### config.mk
export PLATFORM = sky130hd
export DESIGN_NAME = fcg_flash_crc
export DESIGN_NICKNAME = d
export VERILOG_FILES = /design/src/logic/fcg_pkg.sv /design/src/logic/fcg_fifo.sv /design/src/logic/fcg_flash_crc.sv
export VERILOG_INCLUDE_DIRS = /design/src /design/src/logic
export SDC_FILE = /design/constraint.sdc
export NUM_CORES = 1
export LEC_CHECK = 0
export ABC_AREA = 1
export BUFFER_PORTS_ARGS = -buffer_cell sky130_fd_sc_hd__clkbuf_2
export CAP_MARGIN = 40
export CORE_MARGIN = 10
export CORE_UTILIZATION = 40
export CTS_BUF_LIST = sky130_fd_sc_hd__clkbuf_4 sky130_fd_sc_hd__clkbuf_8 sky130_fd_sc_hd__clkbuf_16
export DETAILED_ROUTE_END_ITERATION = 12
export PLACE_DENSITY = 0.67
export SETUP_SLACK_MARGIN = 0.5
export SLEW_MARGIN = 5
export SYNTH_ARGS = -nofsm -noshare
export SYNTH_HDL_FRONTEND = slang
export SYNTH_SLANG_ARGS = --single-unit
### constraint.sdc
create_clock -name clk_i -period 2.7 [get_ports clk_i]
set_input_delay 0.135 -clock clk_i [delete_from_list [all_inputs] [get_ports clk_i]]
set_output_delay 0.135 -clock clk_i [all_outputs]
set_load 0.05 [all_outputs]
### src/logic/fcg_defs.svh
// Register offsets, field positions, reset values and constants of the CRC
`ifndef FCG_DEFS_SVH
`define FCG_DEFS_SVH

// Register offsets on the special function register space
`define FCG_ADDR_SAH    16'h5050
`define FCG_ADDR_EAH    16'h5051
`define FCG_ADDR_SAM    16'h5052
`define FCG_ADDR_EAM    16'h5053
`define FCG_ADDR_SAL    16'h5054
`define FCG_ADDR_EAL    16'h5055
`define FCG_ADDR_CTRL   16'h5056
`define FCG_ADDR_DIN    16'h5057
`define FCG_ADDR_RSH    16'h5058
`define FCG_ADDR_RSL    16'h5059

// Control register fields
`define FCG_CTL_RUN     0
`define FCG_CTL_CSEL_LO 1
`define FCG_CTL_CSEL_HI 3
`define FCG_CTL_SUM     5
`define FCG_CTL_CLR     6
`define FCG_CTL_USER    7
`define FCG_CSEL_SYS    2

// Reset values and engine constants
`define FCG_CRC_POLY    16'h8c81
`define FCG_RESULT_RST  16'h0000
`define FCG_RDATA_NONE  8'h00
`define FCG_FIFO_DEPTH  2

`endif

### src/logic/fcg_pkg.sv
// Types shared by the flash CRC and checksum generator
package fcg_pkg;

  typedef enum logic [1:0] {
    st_idle,
    st_fetch,
    st_drain
  } fcg_state_t;

endpackage

### src/logic/fcg_fifo.sv
// Small first-in first-out buffer in the data path of the signature engine
`timescale 1ns/10ps
`include "fcg_defs.svh"

module fcg_fifo #(
  parameter int WIDTH = 8,
  parameter int DEPTH = `FCG_FIFO_DEPTH
) (
  // Clock and reset
  input  wire logic                       clk_i,
  input  wire logic                       rst_b_i,
  // Fill side
  input  wire logic                       in_valid_i,
  input  wire logic [WIDTH-1:0]           in_data_i,
  output logic                            in_ready_o,
  // Drain side
  output logic                            out_valid_o,
  output logic [WIDTH-1:0]                out_data_o,
  input  wire logic                       out_ready_i,
  // Fill level
  output logic [$clog2(DEPTH):0]          level_o
);

  localparam int AW = $clog2(DEPTH);

  if (DEPTH < 2 || (DEPTH & (DEPTH - 1)) != 0) begin : g_bad_depth
    $error("fcg_fifo depth must be a power of two of at least two");
  end

  typedef struct packed {
    logic [DEPTH-1:0][WIDTH-1:0] mem;
    logic [AW-1:0]               wptr;
    logic [AW-1:0]               rptr;
    logic [AW:0]                 count;
  } fcg_fifo_st_t;

  fcg_fifo_st_t s;
  fcg_fifo_st_t next_s;
  logic         push;
  logic         pop;

  assign in_ready_o  = (s.count != (AW+1)'(DEPTH));
  assign out_valid_o = (s.count != '0);
  assign out_data_o  = s.mem[s.rptr];
  assign level_o     = s.count;
  assign push        = in_valid_i & in_ready_o;
  assign pop         = out_valid_o & out_ready_i;

  always_comb begin
    next_s = s;
    if (push) begin
      next_s.mem[s.wptr] = in_data_i;
      next_s.wptr        = s.wptr + 1'b1;
    end
    if (pop) begin
      next_s.rptr = s.rptr + 1'b1;
    end
    if (push && !pop) begin
      next_s.count = s.count + 1'b1;
    end else if (pop && !push) begin
      next_s.count = s.count - 1'b1;
    end
  end

  always_ff @(posedge clk_i or negedge rst_b_i) begin
    if (!rst_b_i) begin
      s <= '0;
    end else begin
      s <= next_s;
    end
  end

endmodule // fcg_fifo

### src/logic/fcg_flash_crc.sv
// Flash CRC and checksum signature generator with auto and user modes
`timescale 1ns/10ps
`include "fcg_defs.svh"

module fcg_flash_crc #(
  parameter int FIFO_DEPTH = `FCG_FIFO_DEPTH
) (
  // Clock and reset
  input  wire logic        clk_i,
  input  wire logic        rst_b_i,
  // Special function register access
  input  wire logic [15:0] sfr_addr_i,
  input  wire logic        sfr_wr_i,
  input  wire logic [7:0]  sfr_wdata_i,
  input  wire logic        sfr_rd_i,
  output logic      [7:0]  sfr_rdata_o,
  // Internal RC oscillator, asynchronous to clk_i
  input  wire logic        rc_clk_i,
  // Flash read port
  output logic             flash_req_o,
  output logic      [23:0] flash_addr_o,
  input  wire logic        flash_ack_i,
  input  wire logic [7:0]  flash_rdata_i,
  // CPU control
  output logic             cpu_hold_o,
  output logic             irq_block_o
);

  localparam int LW = $clog2(FIFO_DEPTH) + 1;

  if (FIFO_DEPTH < 2) begin : g_bad_depth
    $error("fcg_flash_crc needs a buffer of at least two entries");
  end

  typedef struct packed {
    logic                rc_meta;
    logic                rc_sync;
    logic                rc_prev;
    logic [2:0]          div_cnt;
    logic [23:0]         sa;
    logic [23:0]         ea;
    logic                user;
    logic                sum;
    logic [2:0]          csel;
    logic                run;
    logic [15:0]         result;
    logic [23:0]         faddr;
    logic                req;
    fcg_pkg::fcg_state_t state;
    logic [7:0]          rdata;
    logic                hold;
  } fcg_st_t;

  fcg_st_t          s;
  fcg_st_t          next_s;
  logic             rc_edge;
  logic             ce;
  logic             wr_ctrl;
  logic             wr_din;
  logic             auto_push;
  logic             user_push;
  logic             start;
  logic             fifo_in_valid;
  logic [7:0]       fifo_in_data;
  logic             fifo_in_ready;
  logic             fifo_out_valid;
  logic [7:0]       fifo_out_data;
  logic             pop;
  logic [LW-1:0]    level;
  logic [LW-1:0]    level_nx;
  logic [7:0]       rd_mux;

  // Fold one byte into a CRC, most significant bit first
  function automatic logic [15:0] crc_byte(input logic [15:0] crc,
                                           input logic [7:0]  data);
    logic [15:0] c;
    logic        fb;
    c = crc;
    for (int i = 7; i >= 0; i--) begin
      fb = c[15] ^ data[i];
      c  = {c[14:0], 1'b0} ^ (fb ? `FCG_CRC_POLY : 16'h0000);
    end
    return c;
  endfunction

  // Last count of the RC divider for each divide ratio
  function automatic logic [2:0] div_lim(input logic [1:0] sel);
    logic [2:0] lim;
    unique case (sel)
      2'h0: lim = 3'h0;
      2'h1: lim = 3'h1;
      2'h2: lim = 3'h3;
      2'h3: lim = 3'h7;
    endcase
    return lim;
  endfunction

  assign sfr_rdata_o  = s.rdata;
  assign flash_req_o  = s.req;
  assign flash_addr_o = s.faddr;
  assign cpu_hold_o   = s.hold;
  assign irq_block_o  = s.run;

  // Engine rate: rising RC edges divided, or every system clock
  assign rc_edge = s.rc_sync & ~s.rc_prev;
  assign ce      = s.csel[`FCG_CSEL_SYS] |
                   (rc_edge & (s.div_cnt == div_lim(s.csel[1:0])));

  assign wr_ctrl   = sfr_wr_i && (sfr_addr_i == `FCG_ADDR_CTRL);
  assign wr_din    = sfr_wr_i && (sfr_addr_i == `FCG_ADDR_DIN);
  assign auto_push = (s.state == fcg_pkg::st_fetch) && s.req && flash_ack_i;
  assign user_push = wr_din && s.user;
  assign start     = wr_ctrl && !s.run && (s.state == fcg_pkg::st_idle) &&
                     !sfr_wdata_i[`FCG_CTL_USER] &&
                     sfr_wdata_i[`FCG_CTL_RUN];

  assign fifo_in_valid = auto_push | user_push;
  assign fifo_in_data  = auto_push ? flash_rdata_i : sfr_wdata_i;
  assign pop           = fifo_out_valid & ce;

  fcg_fifo #(
    .WIDTH (8),
    .DEPTH (FIFO_DEPTH)
  ) u_fifo (
    .clk_i       (clk_i),
    .rst_b_i     (rst_b_i),
    .in_valid_i  (fifo_in_valid),
    .in_data_i   (fifo_in_data),
    .in_ready_o  (fifo_in_ready),
    .out_valid_o (fifo_out_valid),
    .out_data_o  (fifo_out_data),
    .out_ready_i (ce),
    .level_o     (level)
  );

  // Register read decode
  always_comb begin
    unique case (sfr_addr_i)
      `FCG_ADDR_SAH:  rd_mux = s.sa[23:16];
      `FCG_ADDR_SAM:  rd_mux = s.sa[15:8];
      `FCG_ADDR_SAL:  rd_mux = {s.sa[7:4], 4'h0};
      `FCG_ADDR_EAH:  rd_mux = s.ea[23:16];
      `FCG_ADDR_EAM:  rd_mux = s.ea[15:8];
      `FCG_ADDR_EAL:  rd_mux = s.ea[7:0];
      `FCG_ADDR_CTRL: rd_mux = {s.user, 1'b0, s.sum, 1'b0, s.csel, s.run};
      `FCG_ADDR_RSH:  rd_mux = s.result[15:8];
      `FCG_ADDR_RSL:  rd_mux = s.result[7:0];
      default:        rd_mux = `FCG_RDATA_NONE;
    endcase
  end

  always_comb begin
    next_s         = s;
    level_nx       = level;
    // Two-stage synchroniser, then edge history
    next_s.rc_meta = rc_clk_i;
    next_s.rc_sync = s.rc_meta;
    next_s.rc_prev = s.rc_sync;
    if (rc_edge) begin
      if (s.div_cnt >= div_lim(s.csel[1:0])) begin
        next_s.div_cnt = 3'h0;
      end else begin
        next_s.div_cnt = s.div_cnt + 1'b1;
      end
    end

    if (sfr_rd_i) begin
      next_s.rdata = rd_mux;
    end

    // Address registers are frozen while a run walks them
    if (sfr_wr_i && !s.run) begin
      unique case (sfr_addr_i)
        `FCG_ADDR_SAH: next_s.sa[23:16] = sfr_wdata_i;
        `FCG_ADDR_SAM: next_s.sa[15:8]  = sfr_wdata_i;
        `FCG_ADDR_SAL: next_s.sa[7:0]   = {sfr_wdata_i[7:4], 4'h0};
        `FCG_ADDR_EAH: next_s.ea[23:16] = sfr_wdata_i;
        `FCG_ADDR_EAM: next_s.ea[15:8]  = sfr_wdata_i;
        `FCG_ADDR_EAL: next_s.ea[7:0]   = sfr_wdata_i;
        default: ;
      endcase
    end

    // Signature engine
    if (pop) begin
      if (s.sum) begin
        next_s.result = s.result + {8'h00, fifo_out_data};
      end else begin
        next_s.result = crc_byte(s.result, fifo_out_data);
      end
    end

    if (wr_ctrl && !s.run) begin
      next_s.user = sfr_wdata_i[`FCG_CTL_USER];
      next_s.sum  = sfr_wdata_i[`FCG_CTL_SUM];
      next_s.csel = sfr_wdata_i[`FCG_CTL_CSEL_HI:`FCG_CTL_CSEL_LO];
      if (sfr_wdata_i[`FCG_CTL_CLR]) begin
        next_s.result = `FCG_RESULT_RST;
      end
    end

    unique case (s.state)
      fcg_pkg::st_idle: begin
        if (start) begin
          next_s.run    = 1'b1;
          next_s.result = `FCG_RESULT_RST;
          next_s.faddr  = {s.sa[23:4], 4'h0};
          next_s.state  = fcg_pkg::st_fetch;
        end
      end
      fcg_pkg::st_fetch: begin
        if (s.req && flash_ack_i) begin
          next_s.req = 1'b0;
          if (s.faddr >= s.ea) begin
            next_s.state = fcg_pkg::st_drain;
          end else begin
            next_s.faddr = s.faddr + 1'b1;
          end
        end else if (!s.req && fifo_in_ready) begin
          next_s.req = 1'b1;
        end
      end
      fcg_pkg::st_drain: begin
        if (!fifo_out_valid) begin
          next_s.run   = 1'b0;
          next_s.state = fcg_pkg::st_idle;
        end
      end
    endcase

    if (fifo_in_valid && fifo_in_ready && !pop) begin
      level_nx = level + 1'b1;
    end else if (pop && !(fifo_in_valid && fifo_in_ready)) begin
      level_nx = level - 1'b1;
    end
    // Hold the CPU for a run, or while user bytes would find no room
    next_s.hold = next_s.run ||
                  (next_s.user && (level_nx == LW'(FIFO_DEPTH)));
  end

  always_ff @(posedge clk_i or negedge rst_b_i) begin
    if (!rst_b_i) begin
      s <= '0;
    end else begin
      s <= next_s;
    end
  end
endmodule // fcg_flash_crc

==> run summary <==
================================================================================
R2r setup slk                                                            0.09 ns
Number of nets produced by synthesis                                        1188
Transition time at the pin with the least slew margin                   0.638 ns
Kind of critical path                                                    reg2reg
Crit Reg-Reg Startpoint                                              u_fifo.s[2]
Global route overflow                                                          0
Synthesis-stage register bit count                                           128
Distinct cell type count of the synthesized netlist                           52
Net switching share of the total power                                     41.7%
CP most frequent cell                                               sky130_fd_sc_hd__nand2_2
Synthesis-to-layout area growth                                            37.9%
Count of cells along the worst register-to-register path                      17
Part of the power in the clock network                                     24.1%
Critical Path Fanout Max                                                       8
Number of placed I/O pins                                                     73
Utilization of the core after routing                                      56.0%
Worst min-delay path startpoint                                     flash_rdata_i[4]
Summed instance area of the synthesized netlist                      0.00851 mm2
Via count normalized by instance count                                      5.61
Non-filler cells, final                                                     1556
Maximum vdd drop                                                      0.000609 V
Clk pin slew, worst setup/hold paths                                     0.07 ns
Count of cells along the worst hold path                                       5
Status                                                              finished, final reports clean
Capture instance of the worst register-to-register path                    s[49]
Final clock period utilization by the worst path                           96.7%
Portion of the post-synthesis area used by sequential elements             37.6%
Most used DFF post-synth                                            sky130_fd_sc_hd__dfrtp_1
Pin count of the biggest net entering global routing                          62
Worst-case setup slack after placement                                  0.107 ns
Number of antenna violations at the first check in global routing              0
Normalized max-slew margin                                                 56.4%
Worst Hold End                                                       u_fifo.s[8]
Gr usage total                                                             19.9%
Most common cell after layout, fill and taps aside                  sky130_fd_sc_hd__nand2_1
Post-detailed-placement cell area                                    0.00922 mm2
Drt drc                                                                        0
Worst-Skew Late Latency                                                  0.43 ns
Max clock buf depth                                                            2
Net total in the final layout                                               1351
Setup crit end kind                                                    flip-flop
Number of antenna-violating nets in the routed design                          0
Max-cap violations                                                             0
Root buffer cell                                                    sky130_fd_sc_hd__clkbuf_16
Total number of vias                                                        8729
Max-slew violations                                                            0
Max Freq                                                               0.383 GHz
CTS tree                                                                     yes
Wire length of the first global-routing pass                            44500 um
Post-Route Skew                                                       0.00980 ns
Violation count after the first detailed-route iteration                     852
Count of flip-flops with a built-in enable after synthesis                     0
Total core area                                                       0.0210 mm2
Setup repair after global routing missed its margin                         true
Vert. Die Dim                                                             166 um
Total number of placement rows                                                53
Static Leak                                                              5.33 nW
Area occupied by multi-input gates                                   0.00543 mm2
Required time at the worst-slack endpoint                                3.06 ns
Die Span X                                                                166 um
Wire length reported by the detailed router                             30400 um
Top library cells by usage in the layout, fill and taps aside       sky130_fd_sc_hd__nand2_1 (178), sky130_fd_sc_hd__inv_1 (125), sky130_fd_sc_hd__dfrtp_1 (114)
Initial core utilization                                                   40.6%
Average wire length per cell after detail routing                        19.6 um
Fill cell instance count of the final layout                                1813
Hold slack                                                             0.0922 ns
WP data arrival                                                          2.97 ns
Power, Total                                                             9.66 mW
CP Cell Sequence                                                    nand2_1 -> nand2_2 -> ha_4 -> nand2_2 -> nor3_2 -> nand2_1 -> nand2_2 -> nand2_2 -> a21oi_4 -> nand2_2 -> nor2_4 -> nand2_2 -> buf_6 -> xor2_1 -> nand2_1 -> nand3b_1 -> a21oi_1
Sequential cell area                                                 0.00322 mm2
Number of sinks handled by clock tree synthesis                              128
Sort of element at the start of the critical path                      flip-flop
Worst setup slack after layout                                         0.0878 ns
Final hold violation count                                                     0
Final setup violating endpoints                                                0
Count of input and output buffers                                             72
Inserted Clock Buffers                                                        17
Yosys synthesis warning count                                                  0
Ratio of total power to cell area                                     823 mW/mm2
Standard cell with the maximum stage delay on the critical path     sky130_fd_sc_hd__dfrtp_2
DR pass1 iterations                                                            6
Via count of the first global-routing pass                                  8188
Cell count after synthesis                                                  1105
Full die area                                                         0.0275 mm2
Total placed cells including tap cells                                      1430
Final critical path time including I/O delays and setup                  2.61 ns
Estimated wirelength of the detail-placed design                        20100 um
Design internal power                                                    5.63 mW
H-Tree Depth                                                                   4
Sequential group share of total power                                      24.3%
Share of cells above drive strength 1                                      37.3%
Peak per-stage delay on the critical path                                0.48 ns
Setup TNS                                                                   0 ns
Net switching power figure                                               4.03 mW
Number of antenna cells inserted                                               0
Fin area                                                              0.0117 mm2
Share of flip-flops with an asynchronous set or reset                       100%
Portion of total power attributed to combinational logic                   51.6%
Per-instance average area after synthesis                               7.70 um2
Global placement routability congestion                                    0.973
HP Class                                                                  in2reg
================================================================================
metal layers:
| layer | up-vias | GRT usage (%) | part of all wire (%) |
|---|---|---|---|
| met1 | 4127 | 26.6 | 41 |
| met5 | - | 0 | 0 |
| li1 | 3978 | - | - |
| met2 | 535 | 29.8 | 45 |
| met3 | 89 | 5.32 | 9.8 |
| met4 | 0 | 8.24 | 3.8 |
cell families after synthesis:
group	Yosys count	synth area share [%]
XOR/XNOR	37	4.16
adder cells (fa/ha/maj)	45	6.70
AND/OR/NAND/NOR	421	21.7
flip-flops	128	37.6
multiplexers	16	2.16
buffers and inverters	212	11.1
AO/OA/AOI/OAI	246	16.6
area by class of cell:
cell class	count	share of cell area, %
Inverter	153	4.89
Timing Repair Buffer	203	13.5
Tap cell	275	2.93
Clock buffer	17	3.62
Multi-Input combinational cell	765	46.3
Clock inverter	15	1.39
Sequential cell	128	27.4
what timing repair did:
| action | 4_1_cts | 5_1_grt |
|---|---|---|
| pin swaps | 35 | 42 |
| setup buffers | 34 | 48 |
| gates cloned | 5 | 1 |
| hold endpoints to repair | 45 | 0 |
| hold buffers | 6 | 0 |
| endpoints found under the setup margin | 28 | 42 |
| gates resized for setup | 114 | 150 |
sequential cells by signal, indices dropped and copies added (netlist names):
name and cells:
next_s 2, cpu_hold_o 1, u_fifo.level_o 2, s 71, flash_req_o 1, sfr_rdata_o 8, u_fifo.s 18, irq_block_o 1
flash_addr_o 24
cells in the mapped netlist, types with 4 or more instances:
cell type                    n  share of area (%)
sky130_fd_sc_hd__nand2_1   217                9.6
sky130_fd_sc_hd__inv_1     145                6.4
sky130_fd_sc_hd__dfrtp_1   128                 38
sky130_fd_sc_hd__o21ai_0   100                5.9
sky130_fd_sc_hd__nor2_1     77                3.4
sky130_fd_sc_hd__a21oi_1    75                4.4
sky130_fd_sc_hd__nand3_1    60                3.5
sky130_fd_sc_hd__ha_1       44                6.5
sky130_fd_sc_hd__buf_4      32                2.8
sky130_fd_sc_hd__o22ai_1    27                2.0
sky130_fd_sc_hd__xor2_1     24                2.5
sky130_fd_sc_hd__nor3_1     22                1.3
sky130_fd_sc_hd__clkbuf_1   19               0.84
sky130_fd_sc_hd__mux2_2     15                2.0
sky130_fd_sc_hd__nand2_2    14                1.0
sky130_fd_sc_hd__nor4_1      9               0.66
sky130_fd_sc_hd__xnor2_1     9               0.93
sky130_fd_sc_hd__o31ai_1     8               0.71
sky130_fd_sc_hd__inv_2       6               0.26
sky130_fd_sc_hd__nand4_1     5               0.37
sky130_fd_sc_hd__nor2_2      5               0.37
sky130_fd_sc_hd__o21ai_2     5               0.51
sky130_fd_sc_hd__a31oi_1     4               0.29
sky130_fd_sc_hd__buf_2       4               0.24
sky130_fd_sc_hd__o221ai_1    4               0.41
sky130_fd_sc_hd__xor2_2      4               0.76
power by group through the flow:
| stage | combinational (mW) | sequential (mW) | clock (mW) |
|---|---|---|---|
| 3_3_place_gp | 3.27 | 2.33 | 0 |
| 2_1_floorplan | 2.58 | 2.25 | 0 |
| 3_5_place_dp | 3.33 | 2.33 | 0 |
| 6_report | 4.99 | 2.35 | 2.33 |
| 4_1_cts | 4.06 | 2.32 | 2.34 |
| 5_1_grt | 5.41 | 2.36 | 2.43 |
critical path: cells and delay by family, from the launching register on:
family,cells,cell delay [ns]
simple gates,12,1.19
flops,1,0.48
fa+ha+maj,1,0.30
compound gates,2,0.29
xor+xnor,1,0.13
buf+inv,1,0.12
worst max path at each step:
stage / start / endpoint / slack [ns] / depth (start not counted)
after floorplan: u_fifo.s[2] / s[51] / 0.37 / 18
after global placement: u_fifo.s[2] / s[51] / 0.14 / 18
after detailed placement: u_fifo.s[2] / s[51] / 0.11 / 18
after CTS: u_fifo.s[2] / s[51] / 0.16 / 18
after global routing: u_fifo.s[2] / s[51] / -0.04 / 18
final: u_fifo.s[2] / s[49] / 0.09 / 17
No activity file was read; power rests on OpenSTA's default activity.
